==> src/tocc_defs.svh <==
// Constants for the output-compare control block.
// Assumes inclusion by bare name from the package and design files.
`ifndef TOCC_DEFS_SVH
`define TOCC_DEFS_SVH
// Register word offsets (word indices on address bits 5..2, one aligned word each)
`define TOCC_OFS_FORCE 4'h0
`define TOCC_OFS_MASK 4'h1
`define TOCC_OFS_DATA 4'h2
`define TOCC_OFS_CNT_HI 4'h3
`define TOCC_OFS_CNT_LO 4'h4
`define TOCC_OFS_ACTION 4'h5
`define TOCC_OFS_ACCUM 4'h6
`define TOCC_OFS_CMP1 4'h7
`define TOCC_OFS_CMP2 4'h8
`define TOCC_OFS_CMP3 4'h9
`define TOCC_OFS_CMP4 4'ha
`define TOCC_OFS_CMP5 4'hb
`define TOCC_OFS_PRESC 4'hc
`define TOCC_OFS_PORT 4'hd
// Field positions
`define TOCC_PIN_LSB 3
`define TOCC_PIN_MSB 7
`define TOCC_DIR4_BIT 2
// Reset values
`define TOCC_RST_BYTE 8'h00
`define TOCC_RST_WORD 16'hffff
`define TOCC_RST_PRESC 8'h00
// Action selector codes {mode,level}
`define TOCC_ACT_OFF 2'b00
`define TOCC_ACT_TOGGLE 2'b01
`define TOCC_ACT_LOW 2'b10
`define TOCC_ACT_HIGH 2'b11
`endif

==> src/tocc_pkg.sv <==
// Types for the output-compare control block.
// Assumes tocc_defs.svh is on the include path.
`include "tocc_defs.svh"
package tocc_pkg;
  typedef logic [1:0] tocc_action_type;
  typedef enum logic [2:0] {
    TOCC_IDLE = 3'b001,
    TOCC_WAIT = 3'b010,
    TOCC_DONE = 3'b100
  } tocc_bus_state_type;
endpackage : tocc_pkg

==> src/tocc_pin_if.sv <==
// Interface carrying per-pin action requests between the control core and pin logic.
// Assumes one clock domain; requests driven by tocc_top, pin state and enables driven back by tocc_pin_logic.
`timescale 1ns/10ps
`default_nettype none
interface tocc_pin_if;
  logic [4:0] ch1_hit;
  logic [4:0] ch1_val;
  logic [4:0] nch_hit;
  logic [9:0] nch_act;
  logic [4:0] pin_q;
  logic [4:0] pin_en;
  modport core (output ch1_hit, output ch1_val, output nch_hit, output nch_act,
    input pin_q, input pin_en);
  modport pins (input ch1_hit, input ch1_val, input nch_hit, input nch_act,
    output pin_q, output pin_en);
endinterface : tocc_pin_if
`default_nettype wire

==> src/tocc_pin_logic.sv <==
// Port A pin state for bits 7..3 driven by compare actions.
// Assumes one-cycle action requests from the control core on the same clock.
`timescale 1ns/10ps
`default_nettype none
module tocc_pin_logic (
  input wire logic core_clk_i,
  input wire logic rstn_i,
  tocc_pin_if.pins pif
);
  import tocc_pkg::*;
  `include "tocc_defs.svh"

  logic [4:0] pin_q;
  logic [4:0] en_q;

  // --------------------------------------------------------------
  // Pin update: channel one wins over channels two to five
  // --------------------------------------------------------------
  always_ff @(posedge core_clk_i or negedge rstn_i) begin
    if (!rstn_i) begin
      pin_q <= 5'h00;
      en_q <= 5'h00;
    end else begin
      for (int i = 0; i < 5; i++) begin
        if (pif.ch1_hit[i]) begin
          pin_q[i] <= pif.ch1_val[i];
          en_q[i] <= 1'b1;
        end else if (pif.nch_hit[i]) begin
          unique case (pif.nch_act[2*i +: 2])
            `TOCC_ACT_OFF: en_q[i] <= 1'b0;
            `TOCC_ACT_TOGGLE: begin
              pin_q[i] <= ~pin_q[i];
              en_q[i] <= 1'b1;
            end
            `TOCC_ACT_LOW: begin
              pin_q[i] <= 1'b0;
              en_q[i] <= 1'b1;
            end
            `TOCC_ACT_HIGH: begin
              pin_q[i] <= 1'b1;
              en_q[i] <= 1'b1;
            end
          endcase
        end
      end
    end
  end

  assign pif.pin_q = pin_q;
  assign pif.pin_en = en_q;
endmodule : tocc_pin_logic
`default_nettype wire

==> src/tocc_top.sv <==
// Output-compare control: forced compares, channel-one mask/data, buffered counter
// read, two-bit actions for channels two to five, Avalon-MM register slave.
// Assumes an Avalon-MM master on core_clk_i and that port A bits 7..3 are pins.
`timescale 1ns/10ps
`default_nettype none
module tocc_top #(
  parameter int CNT_W = 16
) (
  input wire logic core_clk_i,
  input wire logic rstn_i,
  input wire logic [5:0] avs_address_i,
  input wire logic avs_read_i,
  input wire logic avs_write_i,
  input wire logic [31:0] avs_writedata_i,
  input wire logic [3:0] avs_byteenable_i,
  output logic [31:0] avs_readdata_o,
  output logic avs_waitrequest_o,
  output logic [4:0] port_a_o,
  output logic [4:0] port_a_oe_o
);
  import tocc_pkg::*;
  `include "tocc_defs.svh"

  // --------------------------------------------------------------
  // Registers
  // --------------------------------------------------------------
  logic [4:0] mask_q;
  logic [4:0] data_q;
  logic [7:0] action_q;
  logic dir4_q;
  logic [7:0] presc_q;
  logic [7:0] pdiv_q;
  logic [CNT_W-1:0] cnt_q;
  logic [7:0] lo_buf_q;
  logic [CNT_W-1:0] cmp_q [5];
  logic [4:0] force_q;
  logic [4:0] match_q;
  logic [31:0] rdata_q;
  tocc_bus_state_type st_q;

  logic [3:0] idx;
  logic hit_ok;
  logic wr_acc;
  logic rd_acc;
  logic tick;
  logic hi_snap;

  tocc_pin_if pif ();

  function automatic logic [7:0] pin_byte(input logic [4:0] v);
    pin_byte = {v, 3'b000};
  endfunction : pin_byte

  function automatic logic [7:0] merge_byte(input logic [7:0] old, input logic [31:0] wd,
      input logic be);
    merge_byte = be ? wd[7:0] : old;
  endfunction : merge_byte

  assign idx = avs_address_i[5:2];
  assign hit_ok = (avs_address_i[1:0] == 2'b00) && (idx <= `TOCC_OFS_PORT);

  // --------------------------------------------------------------
  // Bus handshake: one wait state, answer on second edge
  // --------------------------------------------------------------
  always_ff @(posedge core_clk_i or negedge rstn_i) begin
    if (!rstn_i) begin
      st_q <= TOCC_IDLE;
    end else begin
      unique case (st_q)
        TOCC_IDLE: if (avs_read_i || avs_write_i) st_q <= TOCC_WAIT;
        TOCC_WAIT: st_q <= TOCC_DONE;
        TOCC_DONE: st_q <= TOCC_IDLE;
        default: st_q <= TOCC_IDLE;
      endcase
    end
  end

  assign avs_waitrequest_o = (avs_read_i || avs_write_i) && (st_q != TOCC_WAIT);
  assign wr_acc = avs_write_i && (st_q == TOCC_WAIT);
  assign rd_acc = avs_read_i && (st_q == TOCC_WAIT);

  // --------------------------------------------------------------
  // Control registers
  // --------------------------------------------------------------
  always_ff @(posedge core_clk_i or negedge rstn_i) begin
    if (!rstn_i) begin
      mask_q <= 5'h00;
      data_q <= 5'h00;
      action_q <= `TOCC_RST_BYTE;
      dir4_q <= 1'b0;
      presc_q <= `TOCC_RST_PRESC;
    end else if (wr_acc && avs_byteenable_i[0]) begin
      unique case (idx)
        `TOCC_OFS_MASK: mask_q <= avs_writedata_i[`TOCC_PIN_MSB:`TOCC_PIN_LSB];
        `TOCC_OFS_DATA: data_q <= avs_writedata_i[`TOCC_PIN_MSB:`TOCC_PIN_LSB];
        `TOCC_OFS_ACTION: action_q <= avs_writedata_i[7:0];
        `TOCC_OFS_ACCUM: dir4_q <= avs_writedata_i[`TOCC_DIR4_BIT];
        `TOCC_OFS_PRESC: presc_q <= avs_writedata_i[7:0];
        default: ;
      endcase
    end
  end

  always_ff @(posedge core_clk_i or negedge rstn_i) begin
    if (!rstn_i) begin
      for (int i = 0; i < 5; i++) cmp_q[i] <= `TOCC_RST_WORD;
    end else if (wr_acc && idx >= `TOCC_OFS_CMP1 && idx <= `TOCC_OFS_CMP5) begin
      for (int i = 0; i < 5; i++) begin
        if (idx == `TOCC_OFS_CMP1 + 4'(i)) begin
          cmp_q[i][7:0] <= merge_byte(cmp_q[i][7:0], avs_writedata_i, avs_byteenable_i[0]);
          cmp_q[i][15:8] <= merge_byte(cmp_q[i][15:8], avs_writedata_i >> 8,
            avs_byteenable_i[1]);
        end
      end
    end
  end

  // Force pulse: one cycle per bit written as one
  always_ff @(posedge core_clk_i or negedge rstn_i) begin
    if (!rstn_i) begin
      force_q <= 5'h00;
    end else if (wr_acc && avs_byteenable_i[0] && idx == `TOCC_OFS_FORCE) begin
      force_q <= {avs_writedata_i[3], avs_writedata_i[4], avs_writedata_i[5],
        avs_writedata_i[6], avs_writedata_i[7]};
    end else begin
      force_q <= 5'h00;
    end
  end

  // --------------------------------------------------------------
  // Prescaled free-running counter and compare
  // --------------------------------------------------------------
  assign tick = (pdiv_q == presc_q);

  always_ff @(posedge core_clk_i or negedge rstn_i) begin
    if (!rstn_i) begin
      pdiv_q <= 8'h00;
      cnt_q <= '0;
    end else if (tick) begin
      pdiv_q <= 8'h00;
      cnt_q <= cnt_q + 1'b1;
    end else begin
      pdiv_q <= pdiv_q + 8'h01;
    end
  end

  always_ff @(posedge core_clk_i or negedge rstn_i) begin
    if (!rstn_i) begin
      match_q <= 5'h00;
    end else begin
      for (int i = 0; i < 5; i++) match_q[i] <= tick && (cnt_q == cmp_q[i]);
    end
  end

  // Low byte snapshot on the edge that loads the high byte
  assign hi_snap = avs_read_i && (st_q == TOCC_IDLE) && hit_ok && (idx == `TOCC_OFS_CNT_HI);

  always_ff @(posedge core_clk_i or negedge rstn_i) begin
    if (!rstn_i) begin
      lo_buf_q <= 8'h00;
    end else if (hi_snap) begin
      lo_buf_q <= cnt_q[7:0];
    end
  end

  // --------------------------------------------------------------
  // Read data
  // --------------------------------------------------------------
  always_ff @(posedge core_clk_i or negedge rstn_i) begin
    if (!rstn_i) begin
      rdata_q <= 32'h0000_0000;
    end else if (avs_read_i && st_q == TOCC_IDLE) begin
      rdata_q <= 32'h0000_0000;
      if (hit_ok) begin
        unique case (idx)
          `TOCC_OFS_FORCE: rdata_q[7:0] <= 8'h00;
          `TOCC_OFS_MASK: rdata_q[7:0] <= pin_byte(mask_q);
          `TOCC_OFS_DATA: rdata_q[7:0] <= pin_byte(data_q);
          `TOCC_OFS_CNT_HI: rdata_q[7:0] <= cnt_q[15:8];
          `TOCC_OFS_CNT_LO: rdata_q[7:0] <= lo_buf_q;
          `TOCC_OFS_ACTION: rdata_q[7:0] <= action_q;
          `TOCC_OFS_ACCUM: rdata_q[`TOCC_DIR4_BIT] <= dir4_q;
          `TOCC_OFS_CMP1: rdata_q[15:0] <= cmp_q[0];
          `TOCC_OFS_CMP2: rdata_q[15:0] <= cmp_q[1];
          `TOCC_OFS_CMP3: rdata_q[15:0] <= cmp_q[2];
          `TOCC_OFS_CMP4: rdata_q[15:0] <= cmp_q[3];
          `TOCC_OFS_CMP5: rdata_q[15:0] <= cmp_q[4];
          `TOCC_OFS_PRESC: rdata_q[7:0] <= presc_q;
          `TOCC_OFS_PORT: rdata_q[15:0] <= {3'b000, pif.pin_en, pin_byte(pif.pin_q)};
          default: ;
        endcase
      end
    end
  end

  assign avs_readdata_o = rdata_q;

  // --------------------------------------------------------------
  // Action requests to pin logic
  // Pin index 4..0 = port bits 7..3; channel n (2..5) owns bit 8-n
  // --------------------------------------------------------------
  logic ch1_fire;
  logic [4:0] nfire;
  assign ch1_fire = match_q[0] | force_q[0];
  assign nfire[0] = 1'b0;
  assign nfire[4:1] = match_q[4:1] | force_q[4:1];

  assign pif.ch1_hit = ch1_fire ? mask_q : 5'h00;
  assign pif.ch1_val = data_q;
  // Channel 2 -> PA6 (pin 3) ... channel 5 -> PA3 (pin 0)
  assign pif.nch_hit = {1'b0, nfire[1], nfire[2], nfire[3], nfire[4] & ~dir4_q};
  assign pif.nch_act = {2'b00, action_q[7:6], action_q[5:4], action_q[3:2], action_q[1:0]};

  tocc_pin_logic u_pins (
    .core_clk_i(core_clk_i),
    .rstn_i(rstn_i),
    .pif(pif)
  );

  assign port_a_o = pif.pin_q;
  assign port_a_oe_o = pif.pin_en;
endmodule : tocc_top
`default_nettype wire

==> config.mk <==
export PLATFORM = sky130hd
export DESIGN_NAME = tocc_top
export DESIGN_NICKNAME = d
export VERILOG_FILES = /design/src/tocc_pkg.sv /design/src/tocc_pin_if.sv /design/src/tocc_pin_logic.sv /design/src/tocc_top.sv
export VERILOG_INCLUDE_DIRS = /design/src
export SDC_FILE = /design/constraint.sdc
export NUM_CORES = 1
export LEC_CHECK = 0
export BUFFER_PORTS_ARGS = -buffer_cell sky130_fd_sc_hd__buf_2
export CORE_MARGIN = 2
export CORE_UTILIZATION = 55
export DETAILED_ROUTE_END_ITERATION = 12
export PLACE_DENSITY = 0.85
export SETUP_SLACK_MARGIN = 0.02
export SYNTH_ARGS = -nofsm -noshare
export SYNTH_HDL_FRONTEND = slang
export SYNTH_HIERARCHICAL = 1
export SYNTH_SLANG_ARGS = --single-unit
==> constraint.sdc <==
create_clock -name core_clk_i -period 3.5 [get_ports core_clk_i]
set_input_delay 0.7 -clock core_clk_i [delete_from_list [all_inputs] [get_ports core_clk_i]]
set_output_delay 0.7 -clock core_clk_i [all_outputs]
set_load 0.05 [all_outputs]
==> flow_metrics.py, run 1 <==
metrics = {
    "logic_synthesis": {
        "syn_inst": 839,
        "synthAdderAreaFrac_pct": 0.780,
        "dominantRegCellSynth": "dfrtp_1",
        "avgSynthCellArea_um2": 11.5,
        "yosysSeqAreaShare_pct": 47.3,
        "syn_area_um2": 9630,
        "synth_edf_count": 0,
        "synth_compound_area_share_pct": 8.78,
        "yosysWarnings": 6,
        "synth_cell_types": 63,
        "synth_top_family_by_area": "multiplexers",
        "ys_ff_latch": 178,
        "synthXorXnorAreaFrac_pct": 9.92,
        "yosys.area_share.simple_pct": 12.5,
        "ys_async_sr_fraction_pct": 100,
        "yosys-mux-area-fraction_pct": 16.8,
    },
    "clock_network": {
        "cts_resized": 0,
        "htreeDepth": 4,
        "cts.sinks": 178,
        "cts_setup_buffers": 0,
        "root_buffer": "clkbuf_16",
        "cts_buffers": 17,
        "clockBufferDepth": 2,
        "cts-hold-fix-buffers": 0,
        "cts_tree": "yes",
        "path_clk_slew_ns": 0.07,
        "clock_latency_ns": 0.44,
    },
    "cells_and_area": {
        "drive_above_1_share_pct": 36.4,
        "fin_nets": 942,
        "mostFrequentLayoutCells": "mux2_2 (113), dfrtp_1 (97), dfstp_2 (81)",
        "final_util_pct": 62.1,
        "stdcell_area_um2": 10700,
        "nFillCells": 1346,
        "n_antenna_cell": 0,
        "layout_commonest_cell": "mux2_2",
        "area_growth_pct": 10.8,
    },
    "drt": {
        "drt-total-wl_mm": 26.5,
        "dr.pass1.iters": 5,
        "drtIter0Drc": 910,
        "post_drt_via_cell_ratio": 6.27,
        "drc_errors": 0,
        "drtAntennaViolNets": 0,
        "wl_per_cell_um": 23.5,
        "dr_total_vias": 7068,
    },
    "placement": {
        "finalWeightedCongestion": 0.982,
        "place_ws_ns": 0.647,
        "dpl-instance-area_um2": 10100,
        "hpwl_mm": 19.1,
        "io_buffers": 54,
    },
    "setup_path": {
        "path_class": "in2reg",
        "crit_path_max_incr_delay_ns": 0.65,
        "cp.required_ns": 3.86,
        "crit_chain": "buf_2, nand2b_1, nor2_1, nand2_1, mux2_2",
        "start_kind": "input pin",
        "cp.arrival_ns": 2.89,
        "cp_max_fo": 26,
        "cp_slowest_cell": "nor2_1",
        "end_kind": "flip-flop",
    },
    "sta": {
        "finalSetupViolCount": 0,
        "rsz0062_at_grt": "false",
        "final_hold_viol_count": 0,
        "layout_setup_ws_ns": 0.979,
        "maxSlewHeadroom_pct": 45.2,
        "final_max_slew_viol_count": 0,
        "fin_crit_sh_pct": 72.0,
        "tns_ns": 0,
        "timing.hold.ws_ns": 0.262,
        "tightestPinTransition_ns": 0.818,
        "period_needed_ns": 2.52,
        "fin_skew_ns": 0.00787,
        "timing.fmax_mhz": 397,
    },
    "global_routing": {
        "grt_pass1_vias": 7000,
        "overflow": 0,
        "antenna_found_initial": 0,
        "grt_pass1_wl_mm": 40.8,
        "grt_usage_pct": 30.0,
        "grt_max_degree": 74,
    },
    "die": {
        "rows": 48,
        "io_pins": 89,
        "die_h_um": 136,
        "die_area_um2": 18600,
        "dieWidth_um": 136,
        "core_um2": 17200,
        "start_util_pct": 56.1,
    },
    "power": {
        "p_leak_nw": 4.74,
        "ir_worst_vdd_mv": 0.351,
        "p_per_area_nw_per_um2": 589,
    },
    "min_path": {
        "worstHoldPathType": "in2async",
    },
    "status": {
        "status": "complete, no violations",
    },
    "job": {
        "drv_cap": 0,
    },
}
==> registers in the layout, summed over array words and instances, names as in the netlist, 8 cells and up <==
name,count
cmp_q,80
avs_readdata_o,16
cnt_q,16
action_q,8
lo_buf_q,8
pdiv_q,8
presc_q,8
==> cell usage after synthesis, types with 10 or more instances <==
master	count	share of area, %
a21oi_1	15	0.78
mux2_2	113	13
mux2i_1	16	1.7
nand2b_1	11	0.71
nor2_1	28	1.1
dfrtp_1	97	25
clkbuf_1	24	0.94
nand4_1	16	1.0
nor4_1	11	0.71
dfstp_2	81	22
xor2_1	48	4.4
a22o_1	10	0.91
xnor2_1	61	5.5
a22oi_1	14	1.1
o21ai_0	27	1.4
nor3_1	10	0.52
nand2_1	48	1.9
buf_2	15	0.78
buf_4	17	1.3
nor2b_1	19	1.2
and3_1	10	0.65
nand3_1	27	1.4
==> through the flow <==
stage	instances	total power [mW]
final	1128	6.28
after global routing	1128	6.52
after CTS	1128	6.27
after detailed placement	1096	4.39
after global placement	1096	4.34
after floorplan	863	3.87
==> layer usage <==
| metal | up-vias | routed length (um) | GRT usage, % |
|---|---|---|---|
| li1 | 3063 | - | - |
| met1 | 3520 | 10500 | 39.3 |
| met2 | 386 | 12200 | 46.4 |
| met3 | 99 | 2320 | 7.16 |
| met4 | 0 | 1360 | 15.3 |
| met5 | - | 0 | 0 |
==> worst max-delay path: cells and delay by family <==
kind | cells | cell delay (ns)
simple gates | 3 | 1.45
mux | 1 | 0.43
buf+inv | 1 | 0.28
==> power breakdown <==
group	internal, mW	leakage (nW)	switching (mW)
combinational	0.629	2.32	0.884
sequential	2.44	2.16	0.440
clock	1.07	0.271	0.814
total	4.14	4.74	2.14
==> logic make-up (layout without fill, tap and decap cells) <==
| kind of cell | after synthesis | in the layout |
|---|---|---|
| simple gates | 218 | 218 |
| flops | 178 | 178 |
| mux | 140 | 140 |
| compound gates | 114 | 114 |
| xor+xnor | 109 | 109 |
| buf+inv | 73 | 113 |
| fa+ha+maj | 6 | 6 |
| other cells | 1 | 25 |
==> worst paths after layout <==
check / start / endpoint / slack (ns) / cells past startpoint
min in group core_clk_i: avs_readdata_o[3]$_DFFE_PN0P_ / avs_readdata_o[3]$_DFFE_PN0P_ / 0.47 / 2
min reg2reg: avs_readdata_o[3]$_DFFE_PN0P_ / avs_readdata_o[3]$_DFFE_PN0P_ / 0.47 / 2
min: rstn_i / pdiv_q[2]$_DFF_PN0_ / 0.26 / 1
max: avs_address_i[2] / cmp_q[28]$_DFFE_PN1P_ / 0.98 / 5
max in group asynchronous: rstn_i / st_q[0]$_DFFE_PN1P_ / 2.37 / 2
max reg2reg: presc_q[6]$_DFFE_PN0P_ / match_q[2]$_DFF_PN0_ / 1.02 / 6
==> final cells by class <==
cell class	count	area, um^2	share of cell area (%)
sequential	178	4560	42.7
timing repair buffer	73	432	4.05
clock buffer	19	443	4.15
multi-input combinational	612	4790	44.9
inverter	8	30.0	0.282
tap	225	282	2.64
clock inverter	13	134	1.26
No activity file was read; power rests on OpenSTA's default activity.
==> run 2, diff against run 1 <==
Settings changed: ABC_AREA from default to 1, PLACE_DENSITY 0.85 to 0.87.
Clock period 3.5 ns to 2.3 ns, I/O delays scaled along.
==> flow_metrics.py, run 2 <==
metrics = {
    "clock_network": {
        "cts_setup_buffers": 0,
        "root_buffer": "clkbuf_16",
        "htreeDepth": 4,
        "cts_resized": 0,
        "clockBufferDepth": 2,
        "path_clk_slew_ns": 0.06,
        "cts_buffers": 17,
        "cts.sinks": 178,
        "cts-hold-fix-buffers": 0,
        "clock_latency_ns": 0.44,
        "cts_tree": "yes",
    },
    "cells_and_area": {
        "largest_reg_flops": 80,
        "area_growth_pct": 9.63,
        "n_antenna_cell": 0,
        "layout_commonest_cell": "nand2_1",
        "largest_register": "cmp_q",
        "drive_above_1_share_pct": 17.5,
        "stdcell_area_um2": 11200,
        "layoutNonFillerInstCount": 1612,
        "mostFrequentLayoutCells": "nand2_1 (439), nor2_1 (116), nand3_1 (107)",
        "fin_nets": 1422,
    },
    "global_routing": {
        "grt_pass1_vias": 8507,
        "overflow": 0,
        "grt_max_degree": 58,
        "grt_usage_pct": 28.0,
        "grt_pass1_wl_mm": 43.3,
        "antenna_found_initial": 0,
    },
    "setup_path": {
        "startpoint": "st_q[0]$_DFFE_PN1P_",
        "end_kind": "primary output",
        "timing.rr.end": "lo_buf_q[0]$_DFFE_PN0P_",
        "start_kind": "flip-flop",
        "reg2reg_from": "st_q[0]$_DFFE_PN1P_",
        "cp_max_fo": 4,
        "cp.required_ns": 1.84,
        "cp.arrival_ns": 1.50,
        "r2r_slack_ns": 0.45,
        "worst-r2r-cell-count": 7,
        "path_class": "reg2out",
    },
    "drt": {
        "drc_errors": 0,
        "dr.pass1.iters": 6,
        "drt-met1-wl_mm": 10.8,
        "wl_per_cell_um": 16.6,
        "dr_wl_met3_mm": 2.51,
        "drtAntennaViolNets": 0,
        "drtIter0Drc": 1117,
        "dr_total_vias": 9094,
        "top_layer": "met4",
        "drt-total-wl_mm": 26.8,
        "post_drt_via_cell_ratio": 5.64,
        "met2_wirelength_mm": 12.3,
    },
    "placement": {
        "dpl-instance-area_um2": 10600,
        "io_buffers": 54,
        "hpwl_mm": 18.8,
        "finalWeightedCongestion": 0.918,
        "dp_cells": 1580,
    },
    "power": {
        "power_mw": 9.25,
        "p_per_area_nw_per_um2": 827,
        "ir_worst_vdd_mv": 0.419,
        "p_leak_nw": 5.45,
    },
    "die": {
        "io_pins": 89,
        "dieWidth_um": 140,
        "start_util_pct": 56.4,
        "rows": 49,
        "die_h_um": 140,
        "core_um2": 18100,
        "die_area_um2": 19700,
    },
    "logic_synthesis": {
        "syn_inst": 1323,
        "synth_cell_types": 39,
        "synth_top_area_cell": "dfrtp_1",
        "ys_ff_latch": 178,
        "synth.area.top_cells": "dfrtp_1 (24%), dfstp_2 (21%), nand2_1 (16%), nand3_1 (5.2%), o21ai_0 (4.9%)",
        "yosysMostFrequentCell": "nand2_1",
        "yosysWarnings": 6,
        "synth_edf_count": 0,
        "yosysSeqAreaShare_pct": 44.7,
        "synthTopCellsByCount": "nand2_1 (439), nor2_1 (116), nand3_1 (107)",
        "syn_area_um2": 10200,
        "yosysTopAreaCellShare_pct": 23.8,
        "avgSynthCellArea_um2": 7.71,
        "dominantRegCellSynth": "dfrtp_1",
        "ys_async_sr_fraction_pct": 100,
    },
    "sta": {
        "fin_skew_ns": 0.00960,
        "final_max_slew_viol_count": 0,
        "timing.fmax_mhz": 511,
        "finalSetupViolCount": 0,
        "timing.hold.ws_ns": -0.0217,
        "maxSlewHeadroom_pct": 57.6,
        "rsz0062_at_grt": "false",
        "final_hold_viol_count": 1,
        "fin_crit_sh_pct": 85.1,
        "period_needed_ns": 1.96,
        "tns_ns": 0,
        "tightestPinTransition_ns": 0.634,
    },
    "status": {
        "status": "complete, but fails checks",
        "violations": "negative hold slack",
    },
    "job": {
        "drv_cap": 0,
    },
    "min_path": {
        "worstHoldPathType": "in2async",
    },
}
run 2: report_power, final:
part	internal [mW]	total (mW)	switching, mW	leakage (nW)
logic	0.756	2.23	1.48	3.02
clock network	1.64	2.84	1.20	0.271
registers	3.64	4.18	0.537	2.16
run 2: kinds of logic (layout without fill, tap and decap cells):
kind of cell,count (synthesis),in the layout,synth area share [%]
AO/OA/AOI/OAI,154,154,8.32
XOR/XNOR,86,86,7.38
adder cells (fa/ha/maj),6,6,0.736
buffers and inverters,169,205,7.86
flip-flops,178,178,44.7
other,1,25,0.0368
AND/OR/NAND/NOR,729,729,31.0
run 2: worst max path at each step:
| stage | slack, ns | endpoint |
|---|---|---|
| after floorplan | 0.69 | lo_buf_q[5]$_DFFE_PN0P_ |
| final | 0.34 | avs_waitrequest_o |
| after global routing | 0.26 | avs_waitrequest_o |
| after detailed placement | 0.26 | cmp_q[15]$_DFFE_PN1P_ |
| after global placement | 0.33 | cmp_q[10]$_DFFE_PN1P_ |
| after CTS | 0.34 | avs_waitrequest_o |
run 2: cell type report:
class	instances	area [um^2]
Timing Repair Buffer	70	447
Tap cell	229	287
Multi-Input combinational cell	1000	4930
Inverter	103	388
Fill cell	1451	6900
Clock buffer	22	464
Clock inverter	10	109
Sequential cell	178	4560
run 2: worst max-delay path: stages, from the launching register on:
cell     delay, ns
dfstp_2       0.51
inv_1         0.05
nand2_2       0.11
o21ai_0       0.09
inv_1         0.05
buf_2         0.25
run 2: metrics by stage:
stage | utilization, % | hold slack (ns) | setup WS [ns]
2_1_floorplan | - | 0.164 | 0.688
3_3_place_gp | 58.7 | 0.457 | 0.329
3_5_place_dp | 58.7 | 0.460 | 0.259
4_1_cts | 61.8 | 0.00653 | 0.337
5_1_grt | 61.8 | 0.0185 | 0.263
6_report | 61.8 | -0.0217 | 0.343
run 2: metal layers:
| metal | vias to the layer above | track usage, % |
|---|---|---|
| met5 | - | 0 |
| met4 | 0 | 14.0 |
| met3 | 84 | 4.62 |
| met2 | 498 | 44.2 |
| met1 | 4275 | 37.5 |
| li1 | 4237 | - |
